**config.mk**
```make
export PLATFORM = sky130hd
export DESIGN_NAME = adof_top
export DESIGN_NICKNAME = d
export VERILOG_FILES = /design/src/hw/adof_pkg.sv /design/src/hw/adof_ddr_tx.sv /design/src/hw/adof_top.sv
export SDC_FILE = /design/constraint.sdc
export NUM_CORES = 1
export LEC_CHECK = 0
export ABC_CLOCK_PERIOD_IN_PS = 6100
export BUFFER_PORTS_ARGS = -buffer_cell sky130_fd_sc_hd__buf_2
export CORE_UTILIZATION = 50
export CTS_CLUSTER_SIZE = 10
export DETAILED_ROUTE_END_ITERATION = 10
export PLACE_DENSITY = 0.81
export REMOVE_ABC_BUFFERS = 1
export SLEW_MARGIN = 20
export SYNTH_ARGS = -nofsm -noshare
export SYNTH_HDL_FRONTEND = slang
export SYNTH_SLANG_ARGS = --single-unit
```
**constraint.sdc**
```tcl
create_clock -name aclk -period 6.1 [get_ports aclk]
set_input_delay 1.525 -clock aclk [delete_from_list [all_inputs] [get_ports aclk]]
set_output_delay 1.525 -clock aclk [all_outputs]
set_load 0.01 [all_outputs]
```
**src/hw/adof_pkg.sv**
```systemverilog
// constants shared by the converter output formatter
package adof_pkg;
	localparam int unsigned DATA_W          = 14;
	localparam int unsigned PAIRS           = 7;
	localparam int unsigned NAP_WAKE_CYCLES = 100;
	// register indices; byte address is four times the index
	localparam logic [9:0]  IDX_POWER_DOWN  = 10'h001;
	localparam logic [9:0]  IDX_TIMING      = 10'h002;
	localparam logic [9:0]  IDX_OUTPUT_MODE = 10'h003;
	localparam logic [9:0]  IDX_DATA_FORMAT = 10'h004;
	localparam logic [9:0]  IDX_STATUS      = 10'h005;
	localparam logic [7:0]  REG_RESET       = 8'h00;
	// power_down_reg fields
	localparam int unsigned SLEEP_BIT       = 3;
	localparam int unsigned NAP_BIT         = 2;
	// timing_reg fields
	localparam int unsigned INV_BIT         = 3;
	localparam int unsigned PHASE_LSB       = 1;
	localparam int unsigned DCS_BIT         = 0;
	// output_mode_reg fields
	localparam int unsigned ILVDS_LSB       = 2;
	localparam int unsigned TERM_BIT        = 1;
	localparam int unsigned OFF_BIT         = 0;
	// data_format_reg fields
	localparam int unsigned TEST_LSB        = 5;
	localparam int unsigned ABP_BIT         = 4;
	localparam int unsigned DTEST_BIT       = 2;
	localparam int unsigned RAND_BIT        = 1;
	localparam int unsigned TWOS_BIT        = 0;
	// drive current codes and levels, units of 0.05 mA
	localparam logic [2:0]  ILVDS_3P5       = 3'h0;
	localparam logic [2:0]  ILVDS_4P0       = 3'h1;
	localparam logic [2:0]  ILVDS_4P5       = 3'h2;
	localparam logic [2:0]  ILVDS_3P0       = 3'h4;
	localparam logic [2:0]  ILVDS_2P5       = 3'h5;
	localparam logic [2:0]  ILVDS_2P1       = 3'h6;
	localparam logic [2:0]  ILVDS_1P75      = 3'h7;
	localparam logic [7:0]  CUR_3P5         = 8'h46;
	localparam logic [7:0]  CUR_4P0         = 8'h50;
	localparam logic [7:0]  CUR_4P5         = 8'h5A;
	localparam logic [7:0]  CUR_3P0         = 8'h3C;
	localparam logic [7:0]  CUR_2P5         = 8'h32;
	localparam logic [7:0]  CUR_2P1         = 8'h2A;
	localparam logic [7:0]  CUR_1P75        = 8'h23;
	// test pattern selections
	localparam logic [2:0]  TP_ZERO         = 3'h0;
	localparam logic [2:0]  TP_ONE          = 3'h1;
	localparam logic [2:0]  TP_CHECK        = 3'h2;
	localparam logic [2:0]  TP_ALT          = 3'h3;
	// data codes
	localparam logic [13:0] FULL_POS        = 14'h3FFF;
	localparam logic [13:0] FULL_NEG        = 14'h0000;
	localparam logic [13:0] MSB_MASK        = 14'h2000;
	localparam logic [13:0] ODD_MASK        = 14'h2AAA;
	localparam logic [13:0] CHECK_A         = 14'h1555;
	localparam logic [13:0] CHECK_B         = 14'h2AAA;
	// phase delay in eighths of the encode period
	localparam int unsigned PHASE_SHIFT     = 3;
	localparam logic [1:0]  RESP_OKAY       = 2'h0;
	localparam logic [1:0]  RESP_DECERR     = 2'h3;
endpackage

```
**src/hw/adof_ddr_tx.sv**
```systemverilog
// double data rate output stage with shared output enable
`timescale 1ns/1ps
`default_nettype none
module adof_ddr_tx #(
	parameter int unsigned PAIRS = adof_pkg::PAIRS
) (
	input  wire logic               aclk,
	input  wire logic               aresetn,
	input  wire logic [2*PAIRS-1:0] word,
	input  wire logic               flag,
	input  wire logic               hi_half,
	input  wire logic               clk_in,
	input  wire logic               out_off,
	output logic      [PAIRS-1:0]   pair_data,
	output logic                    pair_oe,
	output logic                    flag_out,
	output logic                    flag_oe,
	output logic                    clk_out,
	output logic                    clk_oe
);
	logic oe_ff;
	logic flag_ff;
	logic clk_ff;

	genvar i;
	generate
		for (i = 0; i < PAIRS; i++) begin : g_pair
			// even bit low half, odd bit high
			always_ff @(posedge aclk) begin
				if (!aresetn) begin
					pair_data[i] <= 1'b0;
				end else begin
					pair_data[i] <= hi_half ? word[2*i+1] : word[2*i];
				end
			end
		end
	endgenerate

	always_ff @(posedge aclk) begin
		if (!aresetn) begin
			oe_ff   <= 1'b0;
			flag_ff <= 1'b0;
			clk_ff  <= 1'b0;
		end else begin
			oe_ff   <= !out_off;
			flag_ff <= hi_half ? 1'b0 : flag;
			clk_ff  <= clk_in;
		end
	end

	assign pair_oe  = oe_ff;
	assign flag_oe  = oe_ff;
	assign clk_oe   = oe_ff;
	assign flag_out = flag_ff;
	assign clk_out  = clk_ff;
endmodule
`default_nettype wire

```
**src/hw/adof_top.sv**
```systemverilog
// converter output formatter with register slave
// Overview of operation
// - stabilizer regenerates 50% clock from rising edges
// - seven ddr pairs plus flag and clock
// - even bits low half, odd bits high
// - drive current default 3.5mA, seven levels
// - internal termination doubles drive current
// - out of range sets flag, saturates
// - flag shares data pipeline latency
// - flag valid in clock low phase
// - clock delayed 0/45/90/135 degrees when the stabilizer is on
// - separate invert flips forwarded clock
// - offset binary default, twos inverts msb
// - randomizer xors upper bits with lsb
// - alternate polarity inverts odd data bits
// - randomizer and polarity independently enabled
// - four test patterns on flag, data
// - test pattern overrides all formatting
// - output disable tristates every pair
// - sleep by register bit or pin
// - data resumes 100 cycles after nap
`timescale 1ns/1ps
`default_nettype none
module adof_top #(
	parameter int unsigned LATENCY  = 1,
	parameter int unsigned NAP_WAKE = adof_pkg::NAP_WAKE_CYCLES
) (
	input  wire logic        aclk,
	input  wire logic        aresetn,
	input  wire logic [11:0] s_axi_awaddr,
	input  wire logic        s_axi_awvalid,
	output logic             s_axi_awready,
	input  wire logic [31:0] s_axi_wdata,
	input  wire logic [3:0]  s_axi_wstrb,
	input  wire logic        s_axi_wvalid,
	output logic             s_axi_wready,
	output logic [1:0]       s_axi_bresp,
	output logic             s_axi_bvalid,
	input  wire logic        s_axi_bready,
	input  wire logic [11:0] s_axi_araddr,
	input  wire logic        s_axi_arvalid,
	output logic             s_axi_arready,
	output logic [31:0]      s_axi_rdata,
	output logic [1:0]       s_axi_rresp,
	output logic             s_axi_rvalid,
	input  wire logic        s_axi_rready,
	input  wire logic        enc_clk,
	input  wire logic [13:0] sample_code,
	input  wire logic        sample_over,
	input  wire logic        sample_under,
	input  wire logic        par_mode_sel,
	input  wire logic        par_dcs_sel,
	input  wire logic        par_sleep_sel,
	input  wire logic        par_low_current_sel,
	output logic [6:0]       ddr_pair_data,
	output logic             ddr_pair_oe,
	output logic             range_flag,
	output logic             range_flag_oe,
	output logic             forwarded_out_clock,
	output logic             forwarded_out_clock_oe,
	output logic             dcs_enable,
	output logic             sleep_active,
	output logic             nap_active,
	output logic [7:0]       drive_current,
	output logic             term_enable,
	output logic             data_settled
);
	localparam int unsigned SW = 21;

	// pin synchronisers
	logic [SW-1:0] sync1_ff;
	logic [SW-1:0] sync2_ff;
	wire  [SW-1:0] sync_in = {par_mode_sel, par_dcs_sel, par_sleep_sel, par_low_current_sel,
		enc_clk, sample_over, sample_under, sample_code};

	always_ff @(posedge aclk) begin
		if (!aresetn) begin
			sync1_ff <= '0;
			sync2_ff <= '0;
		end else begin
			sync1_ff <= sync_in;
			sync2_ff <= sync1_ff;
		end
	end

	wire [13:0] code_s   = sync2_ff[13:0];
	wire        under_s  = sync2_ff[14];
	wire        over_s   = sync2_ff[15];
	wire        enc_s    = sync2_ff[16];
	wire        par_mode = sync2_ff[20];

	// configuration registers
	logic [7:0] pwr_ff;
	logic [7:0] tim_ff;
	logic [7:0] omode_ff;
	logic [7:0] dfmt_ff;

	// sleep from register or parallel pin
	wire       cfg_sleep = par_mode ? sync2_ff[18] : pwr_ff[adof_pkg::SLEEP_BIT];
	wire       cfg_nap   = !par_mode && pwr_ff[adof_pkg::NAP_BIT];
	wire       cfg_dcs   = par_mode ? sync2_ff[19] : tim_ff[adof_pkg::DCS_BIT];
	wire       cfg_inv   = !par_mode && tim_ff[adof_pkg::INV_BIT];
	wire [1:0] cfg_phase = par_mode ? 2'h0 : tim_ff[adof_pkg::PHASE_LSB +: 2];
	wire       cfg_off   = !par_mode && omode_ff[adof_pkg::OFF_BIT];
	wire       cfg_term  = !par_mode && omode_ff[adof_pkg::TERM_BIT];
	wire [2:0] cfg_ilvds = par_mode ? (sync2_ff[17] ? adof_pkg::ILVDS_1P75 : adof_pkg::ILVDS_3P5)
		: omode_ff[adof_pkg::ILVDS_LSB +: 3];
	wire       cfg_twos  = !par_mode && dfmt_ff[adof_pkg::TWOS_BIT];
	wire       cfg_rand  = !par_mode && dfmt_ff[adof_pkg::RAND_BIT];
	wire       cfg_abp   = !par_mode && dfmt_ff[adof_pkg::ABP_BIT];
	wire       cfg_test  = !par_mode && dfmt_ff[adof_pkg::DTEST_BIT];
	wire [2:0] cfg_tp    = dfmt_ff[adof_pkg::TEST_LSB +: 3];

	// drive current lookup
	logic [7:0] drive_base;
	// seven levels, unused code keeps default
	always_comb begin
		case (cfg_ilvds)
			adof_pkg::ILVDS_4P0:  drive_base = adof_pkg::CUR_4P0;
			adof_pkg::ILVDS_4P5:  drive_base = adof_pkg::CUR_4P5;
			adof_pkg::ILVDS_3P0:  drive_base = adof_pkg::CUR_3P0;
			adof_pkg::ILVDS_2P5:  drive_base = adof_pkg::CUR_2P5;
			adof_pkg::ILVDS_2P1:  drive_base = adof_pkg::CUR_2P1;
			adof_pkg::ILVDS_1P75: drive_base = adof_pkg::CUR_1P75;
			default:              drive_base = adof_pkg::CUR_3P5;
		endcase
	end
	assign drive_current = cfg_term ? {drive_base[6:0], 1'b0} : drive_base;
	assign term_enable   = cfg_term;
	assign dcs_enable    = cfg_dcs;
	assign sleep_active  = cfg_sleep;
	assign nap_active    = cfg_nap;

	// encode edge tracking and period measure
	logic       enc_d_ff;
	logic [7:0] cnt_ff;
	logic [7:0] period_ff;
	wire        enc_rise = enc_s && !enc_d_ff;
	wire  [7:0] half     = {1'b0, period_ff[7:1]};
	wire  [9:0] dly_prod = {2'b00, period_ff} * {8'h00, cfg_phase};
	wire  [7:0] dly      = {1'b0, dly_prod[9:3]};
	wire  [7:0] shifted  = (cnt_ff >= dly) ? cnt_ff - dly : cnt_ff + period_ff - dly;

	always_ff @(posedge aclk) begin
		if (!aresetn) begin
			enc_d_ff  <= 1'b0;
			cnt_ff    <= 8'h00;
			period_ff <= 8'h00;
		end else begin
			enc_d_ff <= enc_s;
			if (enc_rise) begin
				cnt_ff    <= 8'h00;
				period_ff <= cnt_ff + 8'h01;
			end else if (cnt_ff != 8'hFF) begin
				cnt_ff <= cnt_ff + 8'h01;
			end
		end
	end

	// stabilizer: halves from measured period, not input duty
	wire hi_half  = cfg_dcs ? (cnt_ff >= half) : !enc_d_ff;
	// phase delay needs the stabilizer's counter
	wire clk_base = cfg_dcs ? (shifted >= half) : !enc_d_ff;
	wire clk_fwd  = !cfg_sleep && (clk_base ^ cfg_inv);

	// formatting chain
	// saturate and flag out of range
	wire [13:0] sat_code = over_s ? adof_pkg::FULL_POS : (under_s ? adof_pkg::FULL_NEG : code_s);
	wire        fmt_flag = over_s || under_s;
	wire [13:0] fmt1     = cfg_twos ? sat_code ^ adof_pkg::MSB_MASK : sat_code;
	wire [13:0] fmt2     = cfg_rand ? fmt1 ^ {{13{fmt1[0]}}, 1'b0} : fmt1;
	// odd bits inverted, after randomizer, own enable
	wire [13:0] fmt3     = cfg_abp ? fmt2 ^ adof_pkg::ODD_MASK : fmt2;

	logic        alt_ff;
	logic [14:0] tp_word;
	always_comb begin
		case (cfg_tp)
			adof_pkg::TP_ONE:   tp_word = {1'b1, adof_pkg::FULL_POS};
			adof_pkg::TP_CHECK: tp_word = alt_ff ? {1'b0, adof_pkg::CHECK_B} : {1'b1, adof_pkg::CHECK_A};
			adof_pkg::TP_ALT:   tp_word = alt_ff ? 15'h0000 : 15'h7FFF;
			default:            tp_word = 15'h0000;
		endcase
	end

	// nap and sleep wake counting
	logic [7:0] wake_ff;
	logic       settled_ff;
	wire        quiet    = cfg_nap || cfg_sleep;
	wire [14:0] nxt_word = cfg_test ? tp_word : (settled_ff ? {fmt_flag, fmt3} : 15'h0000);

	// hold data for the wake count
	always_ff @(posedge aclk) begin
		if (!aresetn) begin
			wake_ff    <= 8'h00;
			settled_ff <= 1'b1;
		end else if (quiet) begin
			wake_ff    <= 8'h00;
			settled_ff <= 1'b0;
		end else if (enc_rise && !settled_ff) begin
			wake_ff    <= wake_ff + 8'h01;
			settled_ff <= (wake_ff == 8'(NAP_WAKE - 1));
		end
	end
	assign data_settled = settled_ff;

	// flag travels with its data word
	logic [14:0] pipe_ff [LATENCY];
	always_ff @(posedge aclk) begin
		if (!aresetn) begin
			alt_ff <= 1'b0;
			for (int k = 0; k < LATENCY; k++) begin
				pipe_ff[k] <= 15'h0000;
			end
		end else if (enc_rise && !cfg_sleep) begin
			alt_ff     <= !alt_ff;
			pipe_ff[0] <= nxt_word;
			for (int k = 1; k < LATENCY; k++) begin
				pipe_ff[k] <= pipe_ff[k-1];
			end
		end
	end
	wire [14:0] out_word = pipe_ff[LATENCY-1];

	// seven pairs plus flag and clock
	adof_ddr_tx #(
		.PAIRS(adof_pkg::PAIRS)
	) u_tx (
		.aclk      (aclk),
		.aresetn   (aresetn),
		.word      (out_word[13:0]),
		.flag      (out_word[14]),
		.hi_half   (hi_half),
		.clk_in    (clk_fwd),
		.out_off   (cfg_off),
		.pair_data (ddr_pair_data),
		.pair_oe   (ddr_pair_oe),
		.flag_out  (range_flag),
		.flag_oe   (range_flag_oe),
		.clk_out   (forwarded_out_clock),
		.clk_oe    (forwarded_out_clock_oe)
	);

	// register slave, write side
	logic        aw_full_ff;
	logic        w_full_ff;
	logic        bvalid_ff;
	logic [9:0]  wr_idx_ff;
	logic [7:0]  wdata_ff;
	logic        wstrb_ff;
	logic [1:0]  bresp_ff;
	wire         wr_go   = aw_full_ff && w_full_ff && !bvalid_ff;
	wire         wr_en   = wr_go && wstrb_ff;
	wire         hit_pwr = wr_idx_ff == adof_pkg::IDX_POWER_DOWN;
	wire         hit_tim = wr_idx_ff == adof_pkg::IDX_TIMING;
	wire         hit_om  = wr_idx_ff == adof_pkg::IDX_OUTPUT_MODE;
	wire         hit_df  = wr_idx_ff == adof_pkg::IDX_DATA_FORMAT;
	wire         hit_st  = wr_idx_ff == adof_pkg::IDX_STATUS;
	wire         wr_map  = hit_pwr || hit_tim || hit_om || hit_df || hit_st;

	assign s_axi_awready = !aw_full_ff && !bvalid_ff;
	assign s_axi_wready  = !w_full_ff && !bvalid_ff;
	assign s_axi_bvalid  = bvalid_ff;
	assign s_axi_bresp   = bresp_ff;

	always_ff @(posedge aclk) begin
		if (!aresetn) begin
			aw_full_ff <= 1'b0;
			w_full_ff  <= 1'b0;
			bvalid_ff  <= 1'b0;
			wr_idx_ff  <= 10'h000;
			wdata_ff   <= 8'h00;
			wstrb_ff   <= 1'b0;
			bresp_ff   <= adof_pkg::RESP_OKAY;
		end else begin
			if (s_axi_awvalid && s_axi_awready) begin
				aw_full_ff <= 1'b1;
				wr_idx_ff  <= s_axi_awaddr[11:2];
			end
			if (s_axi_wvalid && s_axi_wready) begin
				w_full_ff <= 1'b1;
				wdata_ff  <= s_axi_wdata[7:0];
				wstrb_ff  <= s_axi_wstrb[0];
			end
			if (wr_go) begin
				aw_full_ff <= 1'b0;
				w_full_ff  <= 1'b0;
				bvalid_ff  <= 1'b1;
				bresp_ff   <= wr_map ? adof_pkg::RESP_OKAY : adof_pkg::RESP_DECERR;
			end else if (bvalid_ff && s_axi_bready) begin
				bvalid_ff <= 1'b0;
			end
		end
	end

	always_ff @(posedge aclk) begin
		if (!aresetn) begin
			pwr_ff   <= adof_pkg::REG_RESET;
			tim_ff   <= adof_pkg::REG_RESET;
			omode_ff <= adof_pkg::REG_RESET;
			dfmt_ff  <= adof_pkg::REG_RESET;
		end else begin
			if (wr_en && hit_pwr) pwr_ff <= wdata_ff;
			if (wr_en && hit_tim) tim_ff <= wdata_ff;
			if (wr_en && hit_om) omode_ff <= wdata_ff;
			if (wr_en && hit_df) dfmt_ff <= wdata_ff;
		end
	end

	// register slave, read side
	logic        rvalid_ff;
	logic [31:0] rdata_ff;
	logic [1:0]  rresp_ff;
	logic [31:0] rd_word;
	logic        rd_ok;
	wire  [9:0]  rd_idx = s_axi_araddr[11:2];

	always_comb begin
		rd_ok = 1'b1;
		case (rd_idx)
			adof_pkg::IDX_POWER_DOWN:  rd_word = {24'h000000, pwr_ff};
			adof_pkg::IDX_TIMING:      rd_word = {24'h000000, tim_ff};
			adof_pkg::IDX_OUTPUT_MODE: rd_word = {24'h000000, omode_ff};
			adof_pkg::IDX_DATA_FORMAT: rd_word = {24'h000000, dfmt_ff};
			adof_pkg::IDX_STATUS:      rd_word = {16'h0000, period_ff, 4'h0,
				settled_ff, cfg_nap, cfg_sleep, par_mode};
			default: begin
				rd_word = 32'h00000000;
				rd_ok   = 1'b0;
			end
		endcase
	end

	assign s_axi_arready = !rvalid_ff;
	assign s_axi_rvalid  = rvalid_ff;
	assign s_axi_rdata   = rdata_ff;
	assign s_axi_rresp   = rresp_ff;

	always_ff @(posedge aclk) begin
		if (!aresetn) begin
			rvalid_ff <= 1'b0;
			rdata_ff  <= 32'h00000000;
			rresp_ff  <= adof_pkg::RESP_OKAY;
		end else if (s_axi_arvalid && s_axi_arready) begin
			rvalid_ff <= 1'b1;
			rdata_ff  <= rd_word;
			rresp_ff  <= rd_ok ? adof_pkg::RESP_OKAY : adof_pkg::RESP_DECERR;
		end else if (rvalid_ff && s_axi_rready) begin
			rvalid_ff <= 1'b0;
		end
	end
endmodule
`default_nettype wire

```
==> key figures <==
Logic synthesis
  • Largest family of logic cells by synthesized area: simple AND/OR/NAND/NOR gates
  • XOR/XNOR share of the synthesized area: 3.93%
  • Register area share after synthesis: 42.3%
  • Post-synthesis simple-gate area fraction: 20.2%
  • FFs w/ async S/R, synth: 0%
  • Mux cell area share after synthesis: 5.29%
  • Most used DFF post-synth: dfxtp_1
  • Flops & latches, synth: 167
  • Adder-Cell Fraction of Synth Area: 7.55%
  • Avg Inst Size Synth: 8.85 um^2
  • Post-synth EDFFs: 15
  • Yosys warnings: 0
  • Yosys cell types: 65
  • Netlist Area Pre-Place: 0.00825 mm^2
  • Synth Area in Compound Gates: 15.4%
  • Gate Count Post-Synth: 933

Pwr
  • PD cells: 265 mW/mm^2
  • Sw Share: 25.2%
  • Sw power: 0.628 mW
  • Comb pwr share: 10.0%
  • VDD IR max: 0.000171 V
  • Seq pwr share: 47.2%
  • Final Total Pwr: 2.49 mW
  • Lkg Pwr: 4.00 nW
  • Clock share of power: 42.8%
  • P_int: 1.87 mW

STA
  • Final WS setup: 545 ps
  • Final hold vios: 0
  • Finish-stage setup viols: 0
  • Fin crit share: 91.1%
  • Headroom to the max-slew limit: 33.3%
  • Fin crit period: 5550 ps
  • Setup TNS Final: 0 ps
  • RSZ-0062 raised after global routing: false
  • Worst Skew: 13.3 ps
  • Slew @ Worst Pin: 999 ps
  • Max Freq: 0.180 GHz
  • Slew Viols, Final: 0

Global routing
  • Largest net degree at the start of global routing: 89
  • All-Layer GR Usage: 21.6%
  • Initial antenna violation count: 0
  • Congestion Overflow GR: 0
  • First-pass GRT wire length: 29.0 mm
  • Number of global-route vias before repair: 6045

Worst setup path
  • Startpoint Class: register
  • CP dominant cell by count: ha_1
  • WP data required: 6400 ps
  • Reg2Reg Setup Slack: 550 ps
  • CP arrival: 5850 ps
  • Crit Path Max Fanout: 12
  • CP max stage cell: and2_1
  • Slowest stage delay, CP: 440 ps
  • CP delay by family, top: compound AO/OA/AOI/OAI gates
  • Critical path buffers and inverters: 0
  • CP cell instances: nor2b_1, and2_1, ha_1, and3_1, and3_1, o31a_1, o41a_1, a21oi_2, xnor2_1, ha_1, a21oi_1, o221a_2, and2_1, mux2i_1, ha_1, nand2b_1, a211oi_1, or3_1, a31oi_1, a311oi_1, o211ai_1
  • Crit end category: register
  • Crit path kind: reg2reg

Place
  • Placed cell count: 1210
  • Post-Place Setup Slack: 629 ps
  • HPWL Detailed: 12.6 mm
  • Number of port buffers: 106
  • Global placement routability congestion: 0.891

Detailed routing
  • DRC Markers: 0
  • Final ANT Viol Nets: 0
  • Drt total wl: 17.6 mm
  • Total number of vias: 6615
  • Drt wl/cell: 14.1 um
  • Initial DRC count: 381
  • First-pass DRT Iterations: 7
  • DR vias/cell: 5.33

Die
  • Die footprint: 0.0170 mm^2
  • Core Area: 0.0160 mm^2
  • Die Wd: 130 um
  • IO Pins: 154
  • Vert. Die Dim: 130 um
  • Initial Util: 51.6%
  • Row Count: 46

Layout
  • Synthesis-to-layout area growth: 13.9%
  • Fraction of layout cells with a size suffix above 1: 15.3%
  • ANT cells: 0
  • Nets: 1146
  • Filler instances: 1406
  • Fin cells: 1242

Job
  • Maxcap violations: 0

Worst hold path
  • Class of the worst hold path: reg2reg

CTS
  • Clk_lat worst skew: 430 ps
  • Cts hold-fix bufs: 0
  • # Post-CTS Setup Buffers: 0
  • CTS tree: done
  • CTS root buf: clkbuf_16
  • H-tree depth reported by CTS: 4
  • CTS buffer count: 17
  • Clock slew at reported path FFs: 70 ps
  • Clock Path Buffers: 2
  • Post-CTS sizing: 0
  • CTS sink count: 167

Status
  • Status: finished clean
==> worst register-to-register path: stages, from the launching register on <==
cell,delay [ps]
dfxtp_1,380
nor2b_1,340
and2_1,190
ha_1,210
and3_1,170
and3_1,200
o31a_1,300
o41a_1,380
a21oi_2,270
xnor2_1,200
ha_1,350
a21oi_1,200
o221a_2,220
and2_1,440
mux2i_1,290
ha_1,260
nand2b_1,150
a211oi_1,270
or3_1,170
a31oi_1,80
a311oi_1,250
o211ai_1,120
==> power by group through the flow <==
stage	Combinational, mW	Clock, mW	Sequential, mW
after CTS	0.251	1.08	1.18
after detailed placement	0.248	0	1.20
after global placement	0.241	0	1.20
final	0.250	1.07	1.18
after floorplan	0.166	0	1.20
after global routing	0.284	1.13	1.18
==> cells in the mapped netlist, types with 5 or more instances <==
| cell | n | area (um^2) |
|---|---|---|
| mux2_2 | 5 | 56.3 |
| fa_1 | 8 | 160 |
| edfxtp_1 | 15 | 450 |
| ha_1 | 37 | 463 |
| xor2_1 | 22 | 193 |
| a21o_1 | 7 | 52.6 |
| nand2b_1 | 11 | 68.8 |
| or3_1 | 10 | 62.6 |
| a21oi_1 | 92 | 460 |
| nand3b_1 | 5 | 37.5 |
| a211oi_1 | 15 | 113 |
| nand4_1 | 7 | 43.8 |
| o21ai_1 | 11 | 55.1 |
| buf_4 | 21 | 158 |
| nand2_1 | 88 | 330 |
| inv_1 | 30 | 113 |
| mux2i_1 | 38 | 380 |
| clkbuf_1 | 34 | 128 |
| nand3_1 | 25 | 125 |
| o21ai_0 | 32 | 160 |
| nor2_1 | 94 | 353 |
| nor3_1 | 12 | 60.1 |
| and2_1 | 59 | 369 |
| dfxtp_1 | 152 | 3040 |
| o21a_1 | 5 | 37.5 |
| a22oi_1 | 8 | 60.1 |
| xnor2_1 | 15 | 131 |
| o211ai_1 | 5 | 37.5 |
| and3_1 | 8 | 50.1 |
==> per-layer routing <==
layer	wire (um)	part of all wire, %	up-vias	track usage, %
met4	452	2.6	0	9.06
met1	7870	45	3049	26.5
met3	642	3.7	33	3.95
met2	8610	49	164	37.4
met5	0	0	-	0
li1	-	-	3369	-
==> registers in the layout, indices dropped and copies added, names as in the netlist, 7 cells and up <==
signal and count:
cnt_ff 8, u_tx.pair_data 7, tim_ff 8, sync2_ff 21
pipe_ff 15, wr_idx_ff 10, sync1_ff 21, dfmt_ff 8
period_ff 8, wdata_ff 8, pwr_ff 8, s_axi_rdata 16
wake_ff 8, omode_ff 8
==> stage by stage <==
stage	cell area, um^2	utilization, %	hold slack (ps)
after floorplan	7990	-	412
after global placement	8810	55.1	413
after detailed placement	8810	55.1	418
after CTS	9410	58.8	434
after global routing	9410	58.8	449
final	9410	58.8	433
==> area by class of cell <==
type                            instances  area (um^2)  share of cell area, %
Clock buffer                           18          429                   4.56
Multi-Input combinational cell        687         4380                   46.6
Timing Repair Buffer                  109          553                   5.88
Tap cell                              216          270                   2.87
Inverter                               31          116                   1.24
Sequential cell                       167         3490                   37.1
Clock inverter                         14          163                   1.73
==> cell families after synthesis <==
kind of cell | Yosys count
AOI/OAI and AO/OA | 208
xor gates and xnor gates | 37
adders and majority gates | 45
buffers and inverters | 94
DFF | 167
muxes | 43
other | 1
and+or+nand+nor | 338
==> layout by cell type (no fill, tap or decap), types with 7 or more instances in the layout <==
cell type,Yosys,routed
fa_1,8,8
nand4_1,7,7
nand3_1,25,25
clkbuf_16,0,17
xor2_1,22,22
conb_1,1,16
inv_1,30,30
a211oi_1,15,15
nand2b_1,11,11
o21ai_0,32,31
and3_1,8,8
nor2_1,94,94
o21ai_1,11,12
ha_1,37,37
a21o_1,7,7
nor3_1,12,12
nand2_1,88,88
xnor2_1,15,15
buf_2,4,106
dfxtp_1,152,152
a22oi_1,8,8
a21oi_1,92,92
or3_1,10,10
and2_1,59,59
edfxtp_1,15,15
mux2i_1,38,38
==> final timing paths <==
path | from | end | depth (start not counted)
worst max-delay path | tim_ff[1]$_SDFFE_PN0P_ | u_tx.clk_out$_SDFF_PN0_ | 21
worst min-delay path | sync1_ff[11]$_SDFF_PN0_ | sync2_ff[11]$_SDFF_PN0_ | 1
worst max register to register | tim_ff[1]$_SDFFE_PN0P_ | u_tx.clk_out$_SDFF_PN0_ | 21
worst min register to register | sync1_ff[11]$_SDFF_PN0_ | sync2_ff[11]$_SDFF_PN0_ | 1
No activity file was read; power rests on OpenSTA's default activity.
